===== config.mk =====
export PLATFORM = sky130hd
export DESIGN_NAME = svss_sequencer
export DESIGN_NICKNAME = d
export VERILOG_FILES = /design/src/pkg/svss_pkg.sv /design/src/hdl/svss_ramp.sv /design/src/hdl/svss_sequencer.sv
export VERILOG_INCLUDE_DIRS = /design/src /design/src/pkg
export SDC_FILE = /design/constraint.sdc
export NUM_CORES = 1
export LEC_CHECK = 0
export BUFFER_PORTS_ARGS = -buffer_cell sky130_fd_sc_hd__buf_2
export CORE_UTILIZATION = 58
export DETAILED_ROUTE_END_ITERATION = 16
export PLACE_DENSITY = 0.76
export SLEW_MARGIN = 20
export SYNTH_ARGS = -nofsm -noshare
export SYNTH_HDL_FRONTEND = slang
export SYNTH_SLANG_ARGS = --single-unit
export TNS_END_PERCENT = 50

===== constraint.sdc =====
create_clock -name clk_i -period 14.7 [get_ports clk_i]
set_input_delay 1.47 -clock clk_i [delete_from_list [all_inputs] [get_ports clk_i]]
set_output_delay 1.47 -clock clk_i [all_outputs]
set_load 0.005 [all_outputs]

===== src/pkg/svss_params.svh =====
// register map, reset values and timing constants of the stop sequencer
`ifndef SVSS_PARAMS_SVH
`define SVSS_PARAMS_SVH

// ==========================================================
// register indexes (byte address is four times the index)
`define SVSS_IDX_SOFF_SEL 6'h01
`define SVSS_IDX_QS_SEL 6'h02
`define SVSS_IDX_OT_SEL 6'h03
`define SVSS_IDX_F1_SEL 6'h04
`define SVSS_IDX_F2_SEL 6'h05
`define SVSS_IDX_STOP_SPD 6'h08
`define SVSS_IDX_FAST_T 6'h09
`define SVSS_IDX_SLOW_T 6'h0b
`define SVSS_IDX_ETORQ 6'h0d
`define SVSS_IDX_BRK_DEEN 6'h11
`define SVSS_IDX_BRK_SPD 6'h12
`define SVSS_IDX_BRK_WAIT 6'h13
`define SVSS_IDX_BRK_OPEN 6'h14
`define SVSS_IDX_RELAY 6'h15
`define SVSS_IDX_STATUS 6'h20

// ==========================================================
// reset values
`define SVSS_RST_SOFF_SEL 16'h0000
`define SVSS_RST_QS_SEL 16'h0002
`define SVSS_RST_OT_SEL 16'h0001
`define SVSS_RST_F1_SEL 16'h0002
`define SVSS_RST_F2_SEL 16'h0001
`define SVSS_RST_STOP_SPD 16'h000a
`define SVSS_RST_FAST_T 32'h0000_0000
`define SVSS_RST_SLOW_T 32'h0000_0064
`define SVSS_RST_ETORQ 16'h03e8
`define SVSS_RST_BRK_DEEN 16'h0064
`define SVSS_RST_BRK_SPD 16'h001e
`define SVSS_RST_BRK_WAIT 16'h0064
`define SVSS_RST_BRK_OPEN 16'h0064
`define SVSS_RST_RELAY 16'h0014

// ==========================================================
// timing and limits
`define SVSS_CLK_PERIOD_NS 25
`define SVSS_MS_NS 1000000
`define SVSS_MS_CYCLES (`SVSS_MS_NS / `SVSS_CLK_PERIOD_NS)
`define SVSS_TORQ_FULL 16'h0bb8
`define SVSS_MS_CNT_MAX 18'h3ffff

`endif


===== src/pkg/svss_pkg.sv =====
// types of the stop sequencer
package svss_pkg;

	// ==========================================================
	// stop methods, end states and sequencer states
	typedef enum logic [2:0] {
		SVSS_M_COAST,
		SVSS_M_RAMP_FAST,
		SVSS_M_RAMP_SLOW,
		SVSS_M_ZERO,
		SVSS_M_ETORQ,
		SVSS_M_DBRAKE,
		SVSS_M_NONE
	} svss_method_e;

	typedef enum logic [1:0] {
		SVSS_H_DEEN,
		SVSS_H_LOCK,
		SVSS_H_DBRAKE
	} svss_hold_e;

	typedef enum logic [1:0] {
		SVSS_ST_START,
		SVSS_ST_RUN,
		SVSS_ST_STOP,
		SVSS_ST_HOLD
	} svss_state_e;

	typedef struct packed {
		svss_method_e method;
		svss_hold_e hold;
	} svss_mode_s;

endpackage


===== src/hdl/svss_ramp.sv =====
// linear speed ramp from a captured speed down to zero
`timescale 1ns/10ps
module svss_ramp (
	input wire logic clk_i,
	input wire logic rst_i,
	input wire logic start_i,
	input wire logic signed [15:0] speed_i,
	input wire logic [31:0] time_ms_i,
	input wire logic tick_i,
	output logic signed [15:0] ref_o,
	output logic done_o
);

	logic [15:0] mag_ff;
	logic [15:0] start_mag_ff;
	logic neg_ff;
	logic [47:0] acc_ff;
	logic [47:0] nxt_acc;
	logic dec;

	// ==========================================================
	// each ms the start speed is added, each step down costs the ramp time
	always_comb begin
		dec = (acc_ff >= {16'h0000, time_ms_i}) && (mag_ff != 16'h0000);
		nxt_acc = acc_ff;
		if (tick_i) begin
			nxt_acc = nxt_acc + {32'h0000_0000, start_mag_ff};
		end
		if (dec) begin
			nxt_acc = nxt_acc - {16'h0000, time_ms_i};
		end
	end

	always_ff @(posedge clk_i) begin
		if (rst_i) begin
			mag_ff <= 16'h0000;
			start_mag_ff <= 16'h0000;
			neg_ff <= 1'b0;
			acc_ff <= 48'h0;
		end else if (start_i) begin
			mag_ff <= (time_ms_i == 32'h0) ? 16'h0000 :
				(speed_i[15] ? 16'(-speed_i) : speed_i);
			start_mag_ff <= speed_i[15] ? 16'(-speed_i) : speed_i;
			neg_ff <= speed_i[15];
			acc_ff <= 48'h0;
		end else begin
			acc_ff <= nxt_acc;
			if (dec) begin
				mag_ff <= mag_ff - 16'h0001;
			end
		end
	end

	assign ref_o = neg_ff ? 16'(-mag_ff) : mag_ff;
	assign done_o = (mag_ff == 16'h0000);

endmodule // svss_ramp


===== src/hdl/svss_sequencer.sv =====
// stop mode sequencer with wishbone register file
// Behaviour
// - servo-enable removal: selector -4..2, negatives end in dynamic-brake hold
// - quick stop: selector 0..7, codes 5-7 end with position locked
// - overtravel: selector 0..7, default 1, code 7 ignores overtravel
// - class-1 fault: selector 0..2, coast or dynamic brake, default 2
// - class-2 fault: selector -5..3, negatives end in dynamic-brake hold
// - brake closes below programmable speed when servo disabled while turning
`timescale 1ns/10ps
`include "svss_params.svh"
module svss_sequencer #(
	parameter int MS_CYCLES = `SVSS_MS_CYCLES
) (
	input wire logic clk_i,
	input wire logic rst_i,
	input wire logic cyc_i,
	input wire logic stb_i,
	input wire logic we_i,
	input wire logic [7:0] adr_i,
	input wire logic [3:0] sel_i,
	input wire logic [31:0] dat_i,
	output logic [31:0] dat_o,
	output logic ack_o,
	input wire logic servo_en_i,
	input wire logic quick_stop_i,
	input wire logic overtravel_i,
	input wire logic fault1_i,
	input wire logic fault2_i,
	input wire logic signed [15:0] speed_fb_i,
	input wire logic signed [15:0] speed_cmd_i,
	output logic signed [15:0] speed_ref_o,
	output logic [15:0] torque_limit_o,
	output logic power_en_o,
	output logic pos_lock_o,
	output logic dynamic_brake_o,
	output logic brake_release_o,
	output logic stopping_o
);

	// ==========================================================
	// registers
	logic [15:0] soff_sel_ff, qs_sel_ff, ot_sel_ff, f1_sel_ff, f2_sel_ff;
	logic [15:0] stop_spd_ff, etorq_ff, brk_deen_ff, brk_spd_ff, brk_wait_ff;
	logic [15:0] brk_open_ff, relay_ff;
	logic [31:0] fast_t_ff, slow_t_ff;
	logic ack_ff;
	logic [31:0] dat_ff;
	logic [31:0] wmask;
	logic [5:0] idx;
	logic wr;
	logic at_stop;
	svss_pkg::svss_state_e state_ff;
	svss_pkg::svss_mode_s mode_ff;
	logic [2:0] pri_ff;
	logic [17:0] ms_ff;
	logic [17:0] wait_ff;
	logic [31:0] prescale_ff;
	logic tick;
	logic ramp_start;
	logic signed [15:0] ramp_ref;
	logic ramp_done;
	logic [31:0] ramp_time;
	logic [15:0] spd_mag;
	logic [2:0] cause_pri;
	svss_pkg::svss_mode_s cause_mode;
	logic brake_closed_ff;

	assign idx = adr_i[7:2];
	assign wr = cyc_i && stb_i && we_i && !ack_ff;
	assign wmask = {{8{sel_i[3]}}, {8{sel_i[2]}}, {8{sel_i[1]}}, {8{sel_i[0]}}};
	assign at_stop = (state_ff == svss_pkg::SVSS_ST_HOLD);

	function automatic logic [31:0] merge(input logic [31:0] old, input logic [31:0] d,
		input logic [31:0] m);
		merge = (old & ~m) | (d & m);
	endfunction

	// ==========================================================
	// wishbone slave: ack one cycle after request
	always_ff @(posedge clk_i) begin
		if (rst_i) begin
			ack_ff <= 1'b0;
		end else begin
			ack_ff <= cyc_i && stb_i && !ack_ff;
		end
	end

	always_ff @(posedge clk_i) begin
		if (rst_i) begin
			dat_ff <= 32'h0000_0000;
		end else if (cyc_i && stb_i && !ack_ff) begin
			unique case (idx)
				`SVSS_IDX_SOFF_SEL: dat_ff <= {16'h0000, soff_sel_ff};
				`SVSS_IDX_QS_SEL: dat_ff <= {16'h0000, qs_sel_ff};
				`SVSS_IDX_OT_SEL: dat_ff <= {16'h0000, ot_sel_ff};
				`SVSS_IDX_F1_SEL: dat_ff <= {16'h0000, f1_sel_ff};
				`SVSS_IDX_F2_SEL: dat_ff <= {16'h0000, f2_sel_ff};
				`SVSS_IDX_STOP_SPD: dat_ff <= {16'h0000, stop_spd_ff};
				`SVSS_IDX_FAST_T: dat_ff <= fast_t_ff;
				`SVSS_IDX_SLOW_T: dat_ff <= slow_t_ff;
				`SVSS_IDX_ETORQ: dat_ff <= {16'h0000, etorq_ff};
				`SVSS_IDX_BRK_DEEN: dat_ff <= {16'h0000, brk_deen_ff};
				`SVSS_IDX_BRK_SPD: dat_ff <= {16'h0000, brk_spd_ff};
				`SVSS_IDX_BRK_WAIT: dat_ff <= {16'h0000, brk_wait_ff};
				`SVSS_IDX_BRK_OPEN: dat_ff <= {16'h0000, brk_open_ff};
				`SVSS_IDX_RELAY: dat_ff <= {16'h0000, relay_ff};
				`SVSS_IDX_STATUS: dat_ff <= {17'h0, brake_closed_ff, dynamic_brake_o,
					power_en_o, pos_lock_o, pri_ff, mode_ff.hold, mode_ff.method, 1'b0, state_ff};
				default: dat_ff <= 32'h0000_0000;
			endcase
		end
	end

	assign ack_o = ack_ff;
	assign dat_o = dat_ff;

	// selector and start-up timing words only change while stopped
	always_ff @(posedge clk_i) begin
		if (rst_i) begin
			soff_sel_ff <= `SVSS_RST_SOFF_SEL;
			qs_sel_ff <= `SVSS_RST_QS_SEL;
			ot_sel_ff <= `SVSS_RST_OT_SEL;
			f1_sel_ff <= `SVSS_RST_F1_SEL;
			f2_sel_ff <= `SVSS_RST_F2_SEL;
			stop_spd_ff <= `SVSS_RST_STOP_SPD;
			fast_t_ff <= `SVSS_RST_FAST_T;
			slow_t_ff <= `SVSS_RST_SLOW_T;
			etorq_ff <= `SVSS_RST_ETORQ;
			brk_deen_ff <= `SVSS_RST_BRK_DEEN;
			brk_spd_ff <= `SVSS_RST_BRK_SPD;
			brk_wait_ff <= `SVSS_RST_BRK_WAIT;
			brk_open_ff <= `SVSS_RST_BRK_OPEN;
			relay_ff <= `SVSS_RST_RELAY;
		end else if (wr) begin
			unique case (idx)
				`SVSS_IDX_SOFF_SEL: if (at_stop) soff_sel_ff <= 16'(merge({16'h0, soff_sel_ff}, dat_i, wmask));
				`SVSS_IDX_QS_SEL: if (at_stop) qs_sel_ff <= 16'(merge({16'h0, qs_sel_ff}, dat_i, wmask));
				`SVSS_IDX_OT_SEL: if (at_stop) ot_sel_ff <= 16'(merge({16'h0, ot_sel_ff}, dat_i, wmask));
				`SVSS_IDX_F1_SEL: if (at_stop) f1_sel_ff <= 16'(merge({16'h0, f1_sel_ff}, dat_i, wmask));
				`SVSS_IDX_F2_SEL: if (at_stop) f2_sel_ff <= 16'(merge({16'h0, f2_sel_ff}, dat_i, wmask));
				`SVSS_IDX_STOP_SPD: stop_spd_ff <= 16'(merge({16'h0, stop_spd_ff}, dat_i, wmask));
				`SVSS_IDX_FAST_T: fast_t_ff <= merge(fast_t_ff, dat_i, wmask);
				`SVSS_IDX_SLOW_T: slow_t_ff <= merge(slow_t_ff, dat_i, wmask);
				`SVSS_IDX_ETORQ: etorq_ff <= 16'(merge({16'h0, etorq_ff}, dat_i, wmask));
				`SVSS_IDX_BRK_DEEN: brk_deen_ff <= 16'(merge({16'h0, brk_deen_ff}, dat_i, wmask));
				`SVSS_IDX_BRK_SPD: brk_spd_ff <= 16'(merge({16'h0, brk_spd_ff}, dat_i, wmask));
				`SVSS_IDX_BRK_WAIT: brk_wait_ff <= 16'(merge({16'h0, brk_wait_ff}, dat_i, wmask));
				`SVSS_IDX_BRK_OPEN: if (at_stop) brk_open_ff <= 16'(merge({16'h0, brk_open_ff}, dat_i, wmask));
				`SVSS_IDX_RELAY: if (at_stop) relay_ff <= 16'(merge({16'h0, relay_ff}, dat_i, wmask));
				default: ;
			endcase
		end
	end

	// ==========================================================
	// selector decoding
	function automatic svss_pkg::svss_mode_s mk(input svss_pkg::svss_method_e m,
		input svss_pkg::svss_hold_e h);
		mk.method = m;
		mk.hold = h;
	endfunction

	always_comb begin
		cause_pri = 3'h0;
		cause_mode = mk(svss_pkg::SVSS_M_COAST, svss_pkg::SVSS_H_DEEN);
		if (fault1_i) begin
			cause_pri = 3'h5;
			unique case (f1_sel_ff[3:0])
				4'h1: cause_mode = mk(svss_pkg::SVSS_M_DBRAKE, svss_pkg::SVSS_H_DEEN);
				4'h2: cause_mode = mk(svss_pkg::SVSS_M_DBRAKE, svss_pkg::SVSS_H_DBRAKE);
				default: cause_mode = mk(svss_pkg::SVSS_M_COAST, svss_pkg::SVSS_H_DEEN);
			endcase
		end else if (fault2_i) begin
			cause_pri = 3'h4;
			unique case (f2_sel_ff[3:0])
				4'hb: cause_mode = mk(svss_pkg::SVSS_M_ZERO, svss_pkg::SVSS_H_DBRAKE);
				4'hc: cause_mode = mk(svss_pkg::SVSS_M_ETORQ, svss_pkg::SVSS_H_DBRAKE);
				4'hd: cause_mode = mk(svss_pkg::SVSS_M_RAMP_FAST, svss_pkg::SVSS_H_DBRAKE);
				4'he: cause_mode = mk(svss_pkg::SVSS_M_RAMP_SLOW, svss_pkg::SVSS_H_DBRAKE);
				4'hf: cause_mode = mk(svss_pkg::SVSS_M_DBRAKE, svss_pkg::SVSS_H_DBRAKE);
				4'h1, 4'h2: cause_mode = mk(svss_pkg::SVSS_M_RAMP_SLOW, svss_pkg::SVSS_H_DEEN);
				4'h3: cause_mode = mk(svss_pkg::SVSS_M_ETORQ, svss_pkg::SVSS_H_DEEN);
				default: cause_mode = mk(svss_pkg::SVSS_M_COAST, svss_pkg::SVSS_H_DEEN);
			endcase
		end else if (overtravel_i && ot_sel_ff[3:0] != 4'h7) begin
			cause_pri = 3'h3;
			unique case (ot_sel_ff[3:0])
				4'h1: cause_mode = mk(svss_pkg::SVSS_M_ZERO, svss_pkg::SVSS_H_LOCK);
				4'h2: cause_mode = mk(svss_pkg::SVSS_M_ZERO, svss_pkg::SVSS_H_DEEN);
				4'h3: cause_mode = mk(svss_pkg::SVSS_M_RAMP_FAST, svss_pkg::SVSS_H_DEEN);
				4'h4: cause_mode = mk(svss_pkg::SVSS_M_RAMP_FAST, svss_pkg::SVSS_H_LOCK);
				4'h5: cause_mode = mk(svss_pkg::SVSS_M_DBRAKE, svss_pkg::SVSS_H_DEEN);
				4'h6: cause_mode = mk(svss_pkg::SVSS_M_DBRAKE, svss_pkg::SVSS_H_DBRAKE);
				default: cause_mode = mk(svss_pkg::SVSS_M_COAST, svss_pkg::SVSS_H_DEEN);
			endcase
		end else if (quick_stop_i) begin
			cause_pri = 3'h2;
			unique case (qs_sel_ff[3:0])
				4'h1: cause_mode = mk(svss_pkg::SVSS_M_RAMP_SLOW, svss_pkg::SVSS_H_DEEN);
				4'h2: cause_mode = mk(svss_pkg::SVSS_M_RAMP_FAST, svss_pkg::SVSS_H_DEEN);
				4'h3: cause_mode = mk(svss_pkg::SVSS_M_ETORQ, svss_pkg::SVSS_H_DEEN);
				4'h4: cause_mode = mk(svss_pkg::SVSS_M_ZERO, svss_pkg::SVSS_H_DEEN);
				4'h5: cause_mode = mk(svss_pkg::SVSS_M_RAMP_SLOW, svss_pkg::SVSS_H_LOCK);
				4'h6: cause_mode = mk(svss_pkg::SVSS_M_RAMP_FAST, svss_pkg::SVSS_H_LOCK);
				4'h7: cause_mode = mk(svss_pkg::SVSS_M_ETORQ, svss_pkg::SVSS_H_LOCK);
				default: cause_mode = mk(svss_pkg::SVSS_M_COAST, svss_pkg::SVSS_H_DEEN);
			endcase
		end else if (!servo_en_i) begin
			cause_pri = 3'h1;
			unique case (soff_sel_ff[3:0])
				4'hc: cause_mode = mk(svss_pkg::SVSS_M_RAMP_FAST, svss_pkg::SVSS_H_DBRAKE);
				4'hd: cause_mode = mk(svss_pkg::SVSS_M_ZERO, svss_pkg::SVSS_H_DBRAKE);
				4'he: cause_mode = mk(svss_pkg::SVSS_M_RAMP_SLOW, svss_pkg::SVSS_H_DBRAKE);
				4'hf: cause_mode = mk(svss_pkg::SVSS_M_DBRAKE, svss_pkg::SVSS_H_DBRAKE);
				4'h1: cause_mode = mk(svss_pkg::SVSS_M_RAMP_SLOW, svss_pkg::SVSS_H_DEEN);
				4'h2: cause_mode = mk(svss_pkg::SVSS_M_ZERO, svss_pkg::SVSS_H_DEEN);
				default: cause_mode = mk(svss_pkg::SVSS_M_COAST, svss_pkg::SVSS_H_DEEN);
			endcase
		end
	end

	// ==========================================================
	// ms tick and elapsed-time counters
	assign tick = (prescale_ff == 32'(MS_CYCLES - 1));
	assign spd_mag = speed_fb_i[15] ? 16'(-speed_fb_i) : speed_fb_i;

	always_ff @(posedge clk_i) begin
		if (rst_i || tick) begin
			prescale_ff <= 32'h0000_0000;
		end else begin
			prescale_ff <= prescale_ff + 32'h0000_0001;
		end
	end

	// ==========================================================
	// sequencer
	assign ramp_start = (state_ff != svss_pkg::SVSS_ST_STOP || cause_pri > pri_ff)
		&& cause_pri != 3'h0 && cause_pri >= pri_ff && state_ff != svss_pkg::SVSS_ST_HOLD;

	always_ff @(posedge clk_i) begin
		if (rst_i) begin
			state_ff <= svss_pkg::SVSS_ST_HOLD;
			mode_ff <= mk(svss_pkg::SVSS_M_COAST, svss_pkg::SVSS_H_DEEN);
			pri_ff <= 3'h0;
			ms_ff <= `SVSS_MS_CNT_MAX;
			wait_ff <= 18'h0;
		end else begin
			if (tick && ms_ff != `SVSS_MS_CNT_MAX) begin
				ms_ff <= ms_ff + 18'h1;
			end
			if (tick && wait_ff != `SVSS_MS_CNT_MAX) begin
				wait_ff <= wait_ff + 18'h1;
			end
			unique case (state_ff)
				svss_pkg::SVSS_ST_HOLD: if (cause_pri == 3'h0) begin
					state_ff <= svss_pkg::SVSS_ST_START;
					pri_ff <= 3'h0;
					ms_ff <= 18'h0;
				end
				svss_pkg::SVSS_ST_START, svss_pkg::SVSS_ST_RUN, svss_pkg::SVSS_ST_STOP: begin
					if (ramp_start) begin
						state_ff <= svss_pkg::SVSS_ST_STOP;
						mode_ff <= cause_mode;
						pri_ff <= cause_pri;
						wait_ff <= 18'h0;
					end else if (state_ff == svss_pkg::SVSS_ST_STOP) begin
						if (spd_mag < stop_spd_ff && ramp_done) begin
							state_ff <= svss_pkg::SVSS_ST_HOLD;
							ms_ff <= 18'h0;
						end
					end else if (state_ff == svss_pkg::SVSS_ST_START &&
						ms_ff >= 18'(relay_ff) + 18'(brk_open_ff)) begin
						state_ff <= svss_pkg::SVSS_ST_RUN;
						pri_ff <= 3'h0;
					end
				end
				default: state_ff <= svss_pkg::SVSS_ST_HOLD;
			endcase
		end
	end

	// ramp time follows the latched method once the stop runs
	assign ramp_time = ((ramp_start ? cause_mode.method : mode_ff.method) ==
		svss_pkg::SVSS_M_RAMP_FAST) ? fast_t_ff : slow_t_ff;

	svss_ramp u_ramp (
		.clk_i(clk_i),
		.rst_i(rst_i),
		.start_i(ramp_start),
		.speed_i(speed_fb_i),
		.time_ms_i(ramp_time),
		.tick_i(tick),
		.ref_o(ramp_ref),
		.done_o(ramp_done)
	);

	// holding brake closes below speed or after the wait limit
	always_ff @(posedge clk_i) begin
		if (rst_i) begin
			brake_closed_ff <= 1'b1;
		end else if (state_ff == svss_pkg::SVSS_ST_START) begin
			brake_closed_ff <= 1'b0;
		end else if (state_ff == svss_pkg::SVSS_ST_STOP && (spd_mag < brk_spd_ff ||
			wait_ff >= 18'(brk_wait_ff))) begin
			brake_closed_ff <= 1'b1;
		end else if (state_ff == svss_pkg::SVSS_ST_HOLD) begin
			brake_closed_ff <= 1'b1;
		end
	end

	// ==========================================================
	// drive outputs
	always_ff @(posedge clk_i) begin
		if (rst_i) begin
			speed_ref_o <= 16'sh0000;
			torque_limit_o <= `SVSS_TORQ_FULL;
			power_en_o <= 1'b0;
			pos_lock_o <= 1'b0;
			dynamic_brake_o <= 1'b0;
			stopping_o <= 1'b0;
		end else begin
			speed_ref_o <= 16'sh0000;
			torque_limit_o <= `SVSS_TORQ_FULL;
			pos_lock_o <= 1'b0;
			stopping_o <= (state_ff == svss_pkg::SVSS_ST_STOP);
			unique case (state_ff)
				svss_pkg::SVSS_ST_START: begin
					dynamic_brake_o <= 1'b0;
					power_en_o <= (ms_ff >= 18'(relay_ff));
				end
				svss_pkg::SVSS_ST_RUN: begin
					speed_ref_o <= speed_cmd_i;
					power_en_o <= 1'b1;
				end
				svss_pkg::SVSS_ST_STOP: begin
					power_en_o <= !(mode_ff.method inside {svss_pkg::SVSS_M_COAST,
						svss_pkg::SVSS_M_DBRAKE});
					dynamic_brake_o <= (mode_ff.method == svss_pkg::SVSS_M_DBRAKE);
					if (mode_ff.method inside {svss_pkg::SVSS_M_RAMP_FAST,
						svss_pkg::SVSS_M_RAMP_SLOW}) begin
						speed_ref_o <= ramp_ref;
					end
					if (mode_ff.method == svss_pkg::SVSS_M_ETORQ) begin
						torque_limit_o <= etorq_ff;
					end
				end
				svss_pkg::SVSS_ST_HOLD: begin
					unique case (mode_ff.hold)
						svss_pkg::SVSS_H_LOCK: begin
							power_en_o <= 1'b1;
							pos_lock_o <= 1'b1;
							dynamic_brake_o <= 1'b0;
						end
						svss_pkg::SVSS_H_DBRAKE: begin
							power_en_o <= 1'b0;
							dynamic_brake_o <= 1'b1;
						end
						default: begin
							power_en_o <= power_en_o && (ms_ff < 18'(brk_deen_ff));
							dynamic_brake_o <= 1'b0;
						end
					endcase
				end
				default: power_en_o <= 1'b0;
			endcase
		end
	end

	assign brake_release_o = !brake_closed_ff;

endmodule // svss_sequencer


**After elaboration in Yosys (flattened, before gate mapping)**

Memory sizes are Yosys's and may differ from the RTL's. A register that Yosys moved wholly into a read port is not among the register bits.
Cells that the tools add are included.

- Reduce and logical (&&, ||, !) cells: 54
- Order comparisons: 9
- Muxes and demuxes: 56
- Equal/unequal tests: 57
- Bitwise logic cells: 33
- $add $sub $neg: 9

Operators by type and width:

| kind | number |
|---|---|
| case mux 32 bit (15 select lines) | 1 |
| AND 16 bit | 12 |
| bitwise OR 16 bit | 12 |
| two-way mux 18 bit | 8 |
| AND 32 bit | 3 |
| two-way mux 16 bit | 6 |
| two-way mux 48 bit | 2 |
| bitwise OR 32 bit | 2 |
| case mux 5 bit (6 select lines) | 2 |
| adder 48 x 16 -> 48 bit | 1 |
| >= comparator 48 x 32 -> 1 bit | 1 |
| subtractor 48 x 32 -> 48 bit | 1 |
| adder 18 x 1 -> 18 bit (second input constant) | 2 |
| >= comparator 18 x 16 -> 1 bit | 2 |
| inequality test 18 bit (second input constant) | 2 |
| case mux 18 bit (2 select lines) | 1 |
| case mux 5 bit (7 select lines) | 1 |
| adder 32 x 1 -> 32 bit (second input constant) | 1 |
| == test 32 x 16 -> 1 bit (second input constant) | 1 |
| logical NOT 32 bit | 1 |
| < comparator 16 bit | 2 |
| two-way mux 32 bit | 1 |
| negator 16 bit | 2 |
| NOT 32 bit | 1 |
| other kinds (52) | 150 |

- Register bits: 485
- Memory bits (read-only): 64
- Memories kept: 1
- Output and inout bits: 70

Memory list:

| name | depth | width | rd ports | clocked after Yosys merged registers in | write ports | line | RTL |
|---|---|---|---|---|---|---|---|
| (no name shown) | 16 | 4 | 1 | 1 | 0 | svss_sequencer.sv:175 | `unique case (f2_sel_ff[3:0])` |

**Logic depth before layout (Yosys ltp)**

Gate-level depths: netlist (run 1).

- Depth in word-level cells: 17
- Mapped depth: 28

**Modules after synthesis**

From an unflattened synthesis (run 1), not the netlist that was laid out.

- Cells, all modules: 3,581
- Area total of the unflattened synthesis: 29,499.5 sq um

Modules (own cells, without submodules):

| module | times used | cells each | area an instance (sq um) | sequential area each (sq um) |
|---|---|---|---|---|
| svss_sequencer | 1 | 2,505 | 21,207.8 | 8,167.8 |
| svss_ramp | 1 | 1,076 | 8,291.7 | 1,621.6 |

**Least setup slack after synthesis (run 1)**

Ideal clock, no wire load.

- Kind: input -> register
- Start: in fault2_i
- End: reg u_ramp.acc_ff[30]
- Path buffers: 5
- Data arrival time: 6.913 ns
- Stages: 25
- Setup time: 0.062 ns
- Data required time: 14.638 ns
- Path slack: 7.725 ns
- Path through: nor2_1 -> inv_1 -> ha_1 -> o2111a_1 -> a21o_1 -> nand3_1 -> buf_2 -> o21ai_2 -> buf_4 -> buf_1 -> buf_2 -> mux2i_1 -> ha_1 -> nand4_1 -> nor2_1 -> and2_1 -> nand3_1 -> a2111oi_0 -> and4_1 -> o21ai_0 -> a211o_1 -> and2_4 -> buf_6 -> or4_1 -> nand3_1

- Cells in the longest elaborated chain, start to end: 13
- Elaborated cells between the ends (all ways): 19

RTL lines:

| element | line | RTL |
|---|---|---|
| from (decl) | svss_sequencer.sv:28 | `input wire logic fault2_i,` |
| two-way mux 3 bit | svss_sequencer.sv:173 | `end else if (fault2_i) begin` |
| two-way mux 3 bit | svss_sequencer.sv:166 | `if (fault1_i) begin` |
| greater-than comparator 3 bit | svss_sequencer.sv:237 | `assign ramp_start = (state_ff != svss_pkg::SVSS_ST_STOP \|\| cause_pri > pri_ff)` |
| logical OR 1 bit | svss_sequencer.sv:237 |  |
| logical AND 1 bit (3 in series) | svss_sequencer.sv:238 | `&& cause_pri != 3'h0 && cause_pri >= pri_ff && state_ff != svss_pkg::SVSS_ST_HOLD;` |
| two-way mux 3 bit | svss_sequencer.sv:283 | `assign ramp_time = ((ramp_start ? cause_mode.method : mode_ff.method) ==` |
| == test 3 x 1 -> 1 bit | svss_sequencer.sv:283 |  |
| two-way mux 32 bit | svss_sequencer.sv:284 | `svss_pkg::SVSS_M_RAMP_FAST) ? fast_t_ff : slow_t_ff;` |
| >= comparator 48 x 32 -> 1 bit | svss_ramp.sv:24 | `dec = (acc_ff >= {16'h0000, time_ms_i}) && (mag_ff != 16'h0000);` |
| logical AND 1 bit | svss_ramp.sv:24 |  |
| two-way mux 48 bit | svss_ramp.sv:29 | `if (dec) begin` |
| to (signal assigned) | svss_ramp.sv:47 | `acc_ff <= nxt_acc;` |
| to (decl) | svss_ramp.sv:17 | `logic [47:0] acc_ff;` |

Parallel ways exist; a longest one is shown, timed or not.
A chain may end at the register's enable or synchronous reset.

**Worst setup path in the final report (run 1)**

- Start: in fault2_i
- End: reg u_ramp.acc_ff[22]

Same word-level chain as after synthesis.

==> metrics.cfg, run 1 <==
[layout]
finish.instance_area_um2 = 32300
layout.nets = 4025
drive_above_1_share = 0.0959
fillerInstances = 4339
synthesis_to_finish_area_growth_pct = 10.2

[cts]
cts_inserted_buffers = 53
tritoncts = built
cts_max_level = 2
clock_latency_ps = 640
post_cts_buffers = 0
count_of_cells_resized_by_post_cts_repair = 0
cts.sink_count = 489
clk_pin_slew_ps = 60
cts_max_path_buffers = 3
post_cts_hold_buffer_count = 0
ctsRootBufferMaster = sky130_fd_sc_hd__clkbuf_16

[sta]
period_share = 0.597
final_hold_viol_count = 0
setup_violations = 0
worst-slew-pin-transition_ps = 1330
layout_setup_ws_ps = 5920
min_period_ps = 8780
worst_slew_margin_rel = 0.108
fmax_ghz = 0.114
slew_viol_final = 0
grt_setup_unrepaired = no
worst_hold_margin_ps = 456
finalClockSkew_ps = 19.9
fin_tns_setup_ps = 0

[pwr]
p_seq_frac = 0.324
sw_frac_of_total = 0.384
share_clk_of_total_power = 0.290
p_comb_frac = 0.387
total_power_w = 0.00482
intPower_w = 0.00297
p_switching_w = 0.00185
power.leakage_nw = 13.0
ir_worst_vdd_uv = 116
power_density_nw_per_um2 = 149

[critical_path]
cp_data_arrival_time_ps = 9300
start_kind = input pin
worstSetupEndpointType = register
worst_ep_required_time_ps = 15230
crit_path_top_delay_cell = sky130_fd_sc_hd__nand2_2
timing.critical_path.max_delay_family = compound AO/OA/AOI/OAI gates
crit_path_max_incr_delay_ps = 840
critical_path.max_fanout = 49
cp_cell_sequence = buf_2, nor2_1, inv_1, ha_1, o2111a_1, a21oi_1, o31ai_4, o21ai_4, buf_4, mux2i_1, ha_1, a21o_1, a21o_1, a21o_1, a21o_1, a21o_1, a21o_1, a2111oi_0, o21ai_0, a22oi_1, nand2_2, nand2_1, o21ba_2, a32o_1
critical-path-top-cell-by-count = sky130_fd_sc_hd__a21o_1
critical_path.n_buffers_inverters = 3
path_class = input pin to register

[drt]
detailroute.via_count = 28500
drt_first_pass_iters = 6
routed_via_density = 6.40
antenna_violating_nets_post_route = 0
post_drt_wl_per_cell_um = 21.3
detail_route.wirelength_mm = 95.0
first_iter_violations = 3282
drc_errors = 0

[die]
die_h_um = 227
core.rowCount = 82
initial_utilization = 0.587
coreArea_um2 = 50000
top_level_ports = 156
die_width_um = 227
fp.dieArea_um2 = 51400

[synth]
synth_area_um2 = 29300
synth_edf_count = 0
synth_xor_area_frac = 0.0538
netlist.area_leader.share = 0.334
yosysWarnings = 0
synthesis.area_per_instance_um2 = 7.92
synth.area.top_cells = sky130_fd_sc_hd__dfxtp_1 33%, sky130_fd_sc_hd__ha_1 8.6%, sky130_fd_sc_hd__nand2_1 6.0%, sky130_fd_sc_hd__a21oi_1 5.8%, sky130_fd_sc_hd__nor2_1 4.3%
adder_and_majority_gate_portion_of_the_synthesized_area = 0.0876
syn-instance-count = 3700
synth_top_family_by_area = simple AND/OR/NAND/NOR gates
synth-compound-area-share = 0.205
ys_ff_latch = 489
ys.flop_type = sky130_fd_sc_hd__dfxtp_1
synth-async-reset-ratio = 0
synth.yosys.seq_area_share = 0.334
synth.largest_area_cell = sky130_fd_sc_hd__dfxtp_1
synth-simple-area-share = 0.228
yosys-mux-area-fraction = 0.0437
syn-num-nets = 3990
synth.distinct_cells = 93

[grt]
globalRouteOverflowTotal = 0
wire_length_of_the_first_global_routing_pass_mm = 148
grt_antenna_before_repair = 3
grt.total_usage = 0.367
number_of_global_route_vias_before_repair = 26100
grt_max_degree = 95

[place]
gpl.final_weighted_congestion = 0.989
pre_cts_ws_ps = 5470
port-buffer-count = 153
dp_hpwl_mm = 67.9
postPlaceCellArea_um2 = 30500

[hold_path]
min-delay-path-class = register to register

[run]
cap_violations = 0

[run_status]
run_status = complete, no violations

-- cells in the mapped netlist, types with 25 or more instances --
| master | count |
|---|---|
| sky130_fd_sc_hd__xnor2_1 | 109 |
| sky130_fd_sc_hd__nor2_1 | 332 |
| sky130_fd_sc_hd__nor3_1 | 71 |
| sky130_fd_sc_hd__a21o_1 | 103 |
| sky130_fd_sc_hd__nand2_1 | 471 |
| sky130_fd_sc_hd__dfxtp_1 | 489 |
| sky130_fd_sc_hd__nand4_1 | 69 |
| sky130_fd_sc_hd__clkbuf_1 | 192 |
| sky130_fd_sc_hd__or3_1 | 25 |
| sky130_fd_sc_hd__o21bai_1 | 36 |
| sky130_fd_sc_hd__o21ai_0 | 101 |
| sky130_fd_sc_hd__a31oi_1 | 30 |
| sky130_fd_sc_hd__inv_1 | 142 |
| sky130_fd_sc_hd__nor4_1 | 27 |
| sky130_fd_sc_hd__and2_1 | 28 |
| sky130_fd_sc_hd__a22oi_1 | 113 |
| sky130_fd_sc_hd__ha_1 | 202 |
| sky130_fd_sc_hd__a21oi_1 | 340 |
| sky130_fd_sc_hd__xor2_1 | 71 |
| sky130_fd_sc_hd__and3_1 | 58 |
| sky130_fd_sc_hd__a22o_1 | 27 |
| sky130_fd_sc_hd__nand2b_1 | 37 |
| sky130_fd_sc_hd__mux2i_1 | 120 |
| sky130_fd_sc_hd__nand3_1 | 213 |
-- cells by family after synthesis --
family,after synthesis
adder cells (fa/ha/maj),204
buffers and inverters,361
multiplexers,125
AND/OR/NAND/NOR,1422
AO/OA/AOI/OAI,919
XOR/XNOR,180
flip-flops,489
-- placed cells by master (no fill, tap or decap), drive strengths merged, types with 17 or more instances in the layout --
cell,netlist,routed
nand2,472,472
clkbuf,194,77
o21bai,36,36
nor2,333,333
a22oi,113,113
inv,142,142
nand4,69,69
or3,25,25
ha,202,202
a211oi,17,17
xnor2,109,109
o211ai,17,17
mux2i,120,120
buf,25,199
nand3,213,213
and2,29,29
nor4,29,29
dfxtp,489,489
nand2b,37,37
a21oi,341,341
and3,58,58
xor2,71,71
nor2b,17,17
a31oi,31,31
o221a,17,17
nor3,72,72
o21ai,110,110
a21o,105,105
a22o,27,27
-- final cells by class --
class                      count  area [um2]  share of cell area
timing repair buffer         199        1120              0.0347
sequential                   489        9790               0.303
multi-input combinational   2850       18200               0.564
clock inverter                18         272             0.00840
tap                          672         841              0.0260
inverter                     142         533              0.0165
antenna                        1        2.50           0.0000774
clock buffer                  77        1530              0.0472
-- worst paths after layout --
path / from / to / slack, ps / cells past startpoint
setup reg to reg: register / u_ramp.acc_ff[22]$_SDFF_PP0_ / 6400 / 22
hold reg to reg: prescale_ff[0]$_SDFF_PP0_ / prescale_ff[0]$_SDFF_PP0_ / 460 / 1
hold / removal: prescale_ff[0]$_SDFF_PP0_ / prescale_ff[0]$_SDFF_PP0_ / 460 / 1
setup / recovery: fault2_i / u_ramp.acc_ff[22]$_SDFF_PP0_ / 5920 / 24
-- power by group through the flow --
stage / sequential, W / clock (W) / combinational (W)
CTS: 0.00155 / 0.00140 / 0.00182
finish: 0.00156 / 0.00140 / 0.00186
floorplan: 0.00152 / 0 / 0.00142
global placement: 0.00158 / 0 / 0.00178
detailed placement: 0.00158 / 0 / 0.00180
global route: 0.00157 / 0.00147 / 0.00203
-- metal layers --
layer	track usage	vias to the layer above	part of all wire
met5	0	-	0.00013
met4	0.185	2	0.050
met3	0.0628	281	0.11
met2	0.561	1592	0.43
met1	0.495	13300	0.41
li1	-	13300	-
-- stage by stage --
stage | std cells | util
2_1_floorplan | 3700 | -
3_5_place_dp | 4352 | 0.610
6_report | 4448 | 0.647
5_1_grt | 4447 | 0.647
4_1_cts | 4447 | 0.646
3_3_place_gp | 4352 | 0.610
Power figures use the tool's default switching activity.
==> run 2, diff against run 1 <==
clock period = 8.5 ns   (was 14.7 ns; I/O delays follow)
==> run 2 against run 1 <==
Against the previous run:
- cell count increased by 0.11%
- highest routed layer unchanged
- utilization increased by 0.15 points
- register-to-register slack got worse by 5300 ps
- critical path type is now register to register
- combinational power increased by 74%
- clock power increased by 76%
- worst setup slack got worse by 4800 ps
==> metrics.cfg, run 2 (same netlist as run 1, synthesis figures left out) <==
[place]
dp_hpwl_mm = 68.1  ; was 67.9 mm
dpl.cell_count = 4353  ; was 4,352
port-buffer-count = 153  ; unchanged
pre_cts_ws_ps = 830  ; was 5470 ps
gpl.final_weighted_congestion = 1.01  ; was 0.989

[cts]
ctsRootBufferMaster = sky130_fd_sc_hd__clkbuf_16  ; unchanged
post_cts_buffers = 0  ; unchanged
cts_inserted_buffers = 53  ; unchanged
cts_max_level = 2  ; unchanged
cts.sink_count = 489  ; unchanged
count_of_cells_resized_by_post_cts_repair = 0  ; unchanged
clock_latency_ps = 620  ; was 640 ps
post_cts_hold_buffer_count = 0  ; unchanged
cts_max_path_buffers = 3  ; unchanged
clk_pin_slew_ps = 60  ; about the same
tritoncts = built  ; unchanged

[die]
die_h_um = 227  ; unchanged
core.rowCount = 82  ; unchanged
die_width_um = 227  ; unchanged
coreArea_um2 = 50000  ; unchanged
top_level_ports = 156  ; unchanged
initial_utilization = 0.587  ; unchanged
fp.dieArea_um2 = 51400  ; unchanged

[layout]
synthesis_to_finish_area_growth_pct = 10.5  ; was 10.2%
layout.nets = 4026  ; was 4,025
final_cells = 4453  ; was 4,448
area.sequential_um2 = 9790  ; unchanged
commonest_non_fill_non_tap_cells_in_the_layout = 489 x sky130_fd_sc_hd__dfxtp_1, 469 x sky130_fd_sc_hd__nand2_1, 340 x sky130_fd_sc_hd__a21oi_1  ; unchanged
drive_above_1_share = 0.0981  ; was 0.0959
fillerInstances = 4387  ; was 4,339
layout.core_utilization = 0.648  ; was 0.647
most_common_cell_after_layout_fill_and_taps_aside = sky130_fd_sc_hd__dfxtp_1  ; unchanged
multi_input_area_um2 = 18200  ; about the same

[drt]
drt_first_pass_iters = 8  ; was 6
detailroute.via_count = 28400  ; was 28,500
first_iter_violations = 3266  ; was 3,282
antenna_violating_nets_post_route = 0  ; unchanged
routed_via_density = 6.38  ; was 6.40
post_drt_wl_per_cell_um = 21.4  ; was 21.3 um
drc_errors = 0  ; unchanged
detail_route.wirelength_mm = 95.5  ; was 95.0 mm

[critical_path]
regToRegStartpoint = state_ff[0]$_SDFFE_PP1P_
worstSetupEndpointType = register  ; unchanged
start_kind = register  ; was input pin
cp_data_arrival_time_ps = 7940  ; was 9300 ps
crit_path_start = state_ff[0]$_SDFFE_PP1P_  ; was fault2_i
worst_ep_required_time_ps = 9020  ; was 15,230 ps
critical_path.max_fanout = 35  ; was 49
path_class = register to register  ; was input pin to register

[run]
cap_violations = 0  ; unchanged

[sta]
fmax_ghz = 0.135
worst_slew_margin_rel = 0.230  ; was 0.108
min_period_ps = 7410
fin_tns_setup_ps = 0  ; unchanged
layout_setup_ws_ps = 1090  ; was 5920 ps
final_hold_viol_count = 0  ; unchanged
setup_violations = 0  ; unchanged
grt_setup_unrepaired = no  ; unchanged
slew_viol_final = 0  ; unchanged
worst-slew-pin-transition_ps = 1150  ; was 1330 ps
period_share = 0.872
finalClockSkew_ps = 25.0  ; was 19.9 ps

[hold_path]
hold_path_startpoint = prescale_ff[0]$_SDFF_PP0_  ; unchanged
min-delay-path-class = register to register  ; unchanged

[pwr]
total_power_w = 0.00839  ; was 0.00482 W
power.leakage_nw = 13.0  ; about the same
power_density_nw_per_um2 = 259  ; was 149 nW/um2
ir_worst_vdd_uv = 169  ; was 116 uV

[grt]
number_of_global_route_vias_before_repair = 25900  ; was 26,100
globalRouteOverflowTotal = 0  ; unchanged
grt_antenna_before_repair = 3  ; unchanged
grt.total_usage = 0.365  ; was 0.367
grt_max_degree = 206  ; was 95
wire_length_of_the_first_global_routing_pass_mm = 147  ; was 148 mm

[run_status]
run_status = complete, no violations  ; unchanged

-- run 2: report_power, final --
group	total (W)	switching (W)	leakage, nW	internal, W
combinational	0.00323	0.00197	8.12	0.00126
clock	0.00246	0.00101	0.924	0.00145
sequential	0.00271	0.000239	3.96	0.00247
total	0.00839	0.00321	13.0	0.00518
-- run 2: area by class of cell --
class,count,share of cell area
tap,672,0.0260
clock buffer,77,0.0490
sequential,489,0.302
clock inverter,22,0.00823
multi-input combinational,2850,0.563
antenna,1,0.0000773
inverter,142,0.0165
timing repair buffer,200,0.0352
-- run 2: worst paths after layout --
path	endpoint	slack (ps)	cells after the start
setup / recovery	u_ramp.mag_ff[15]$_SDFFE_PP0P_	1090	24
hold / removal	prescale_ff[0]$_SDFF_PP0_	450	1
setup reg to reg	u_ramp.mag_ff[15]$_SDFFE_PP0P_	1090	24
hold reg to reg	prescale_ff[0]$_SDFF_PP0_	450	1
-- run 2: metal layers --
layer	GRT usage	wire [um]	vias to the layer above
met5	0	27	-
met4	0.178	4940	4
met3	0.0743	10300	303
met2	0.555	41300	1573
met1	0.491	39000	13300
li1	-	-	13300
-- run 2: worst max-delay path, stage by stage (launching register included) --
cell	delay, ps
sky130_fd_sc_hd__dfxtp_1	390
sky130_fd_sc_hd__inv_1	150
sky130_fd_sc_hd__ha_1	270
sky130_fd_sc_hd__inv_1	250
sky130_fd_sc_hd__o41ai_1	520
sky130_fd_sc_hd__and3_1	390
sky130_fd_sc_hd__o31ai_4	160
sky130_fd_sc_hd__o21ai_4	220
sky130_fd_sc_hd__buf_4	510
sky130_fd_sc_hd__mux2i_1	240
sky130_fd_sc_hd__ha_1	230
sky130_fd_sc_hd__a21o_1	150
sky130_fd_sc_hd__a21o_1	180
sky130_fd_sc_hd__a21o_1	190
sky130_fd_sc_hd__a21o_1	170
sky130_fd_sc_hd__a21o_1	180
sky130_fd_sc_hd__a21o_1	200
sky130_fd_sc_hd__a2111oi_0	690
sky130_fd_sc_hd__o21ai_0	270
sky130_fd_sc_hd__a22oi_1	640
sky130_fd_sc_hd__nand2_2	390
sky130_fd_sc_hd__buf_4	390
sky130_fd_sc_hd__a31oi_1	220
sky130_fd_sc_hd__a21oi_1	60
sky130_fd_sc_hd__nor3_1	210
-- run 2: metrics by stage --
stage / instance area [um2] / hold slack [ps]
6_report: 32400 / 452
5_1_grt: 32400 / 473
4_1_cts: 32400 / 457
3_5_place_dp: 30500 / 445
3_3_place_gp: 30500 / 439
2_1_floorplan: 29300 / 426
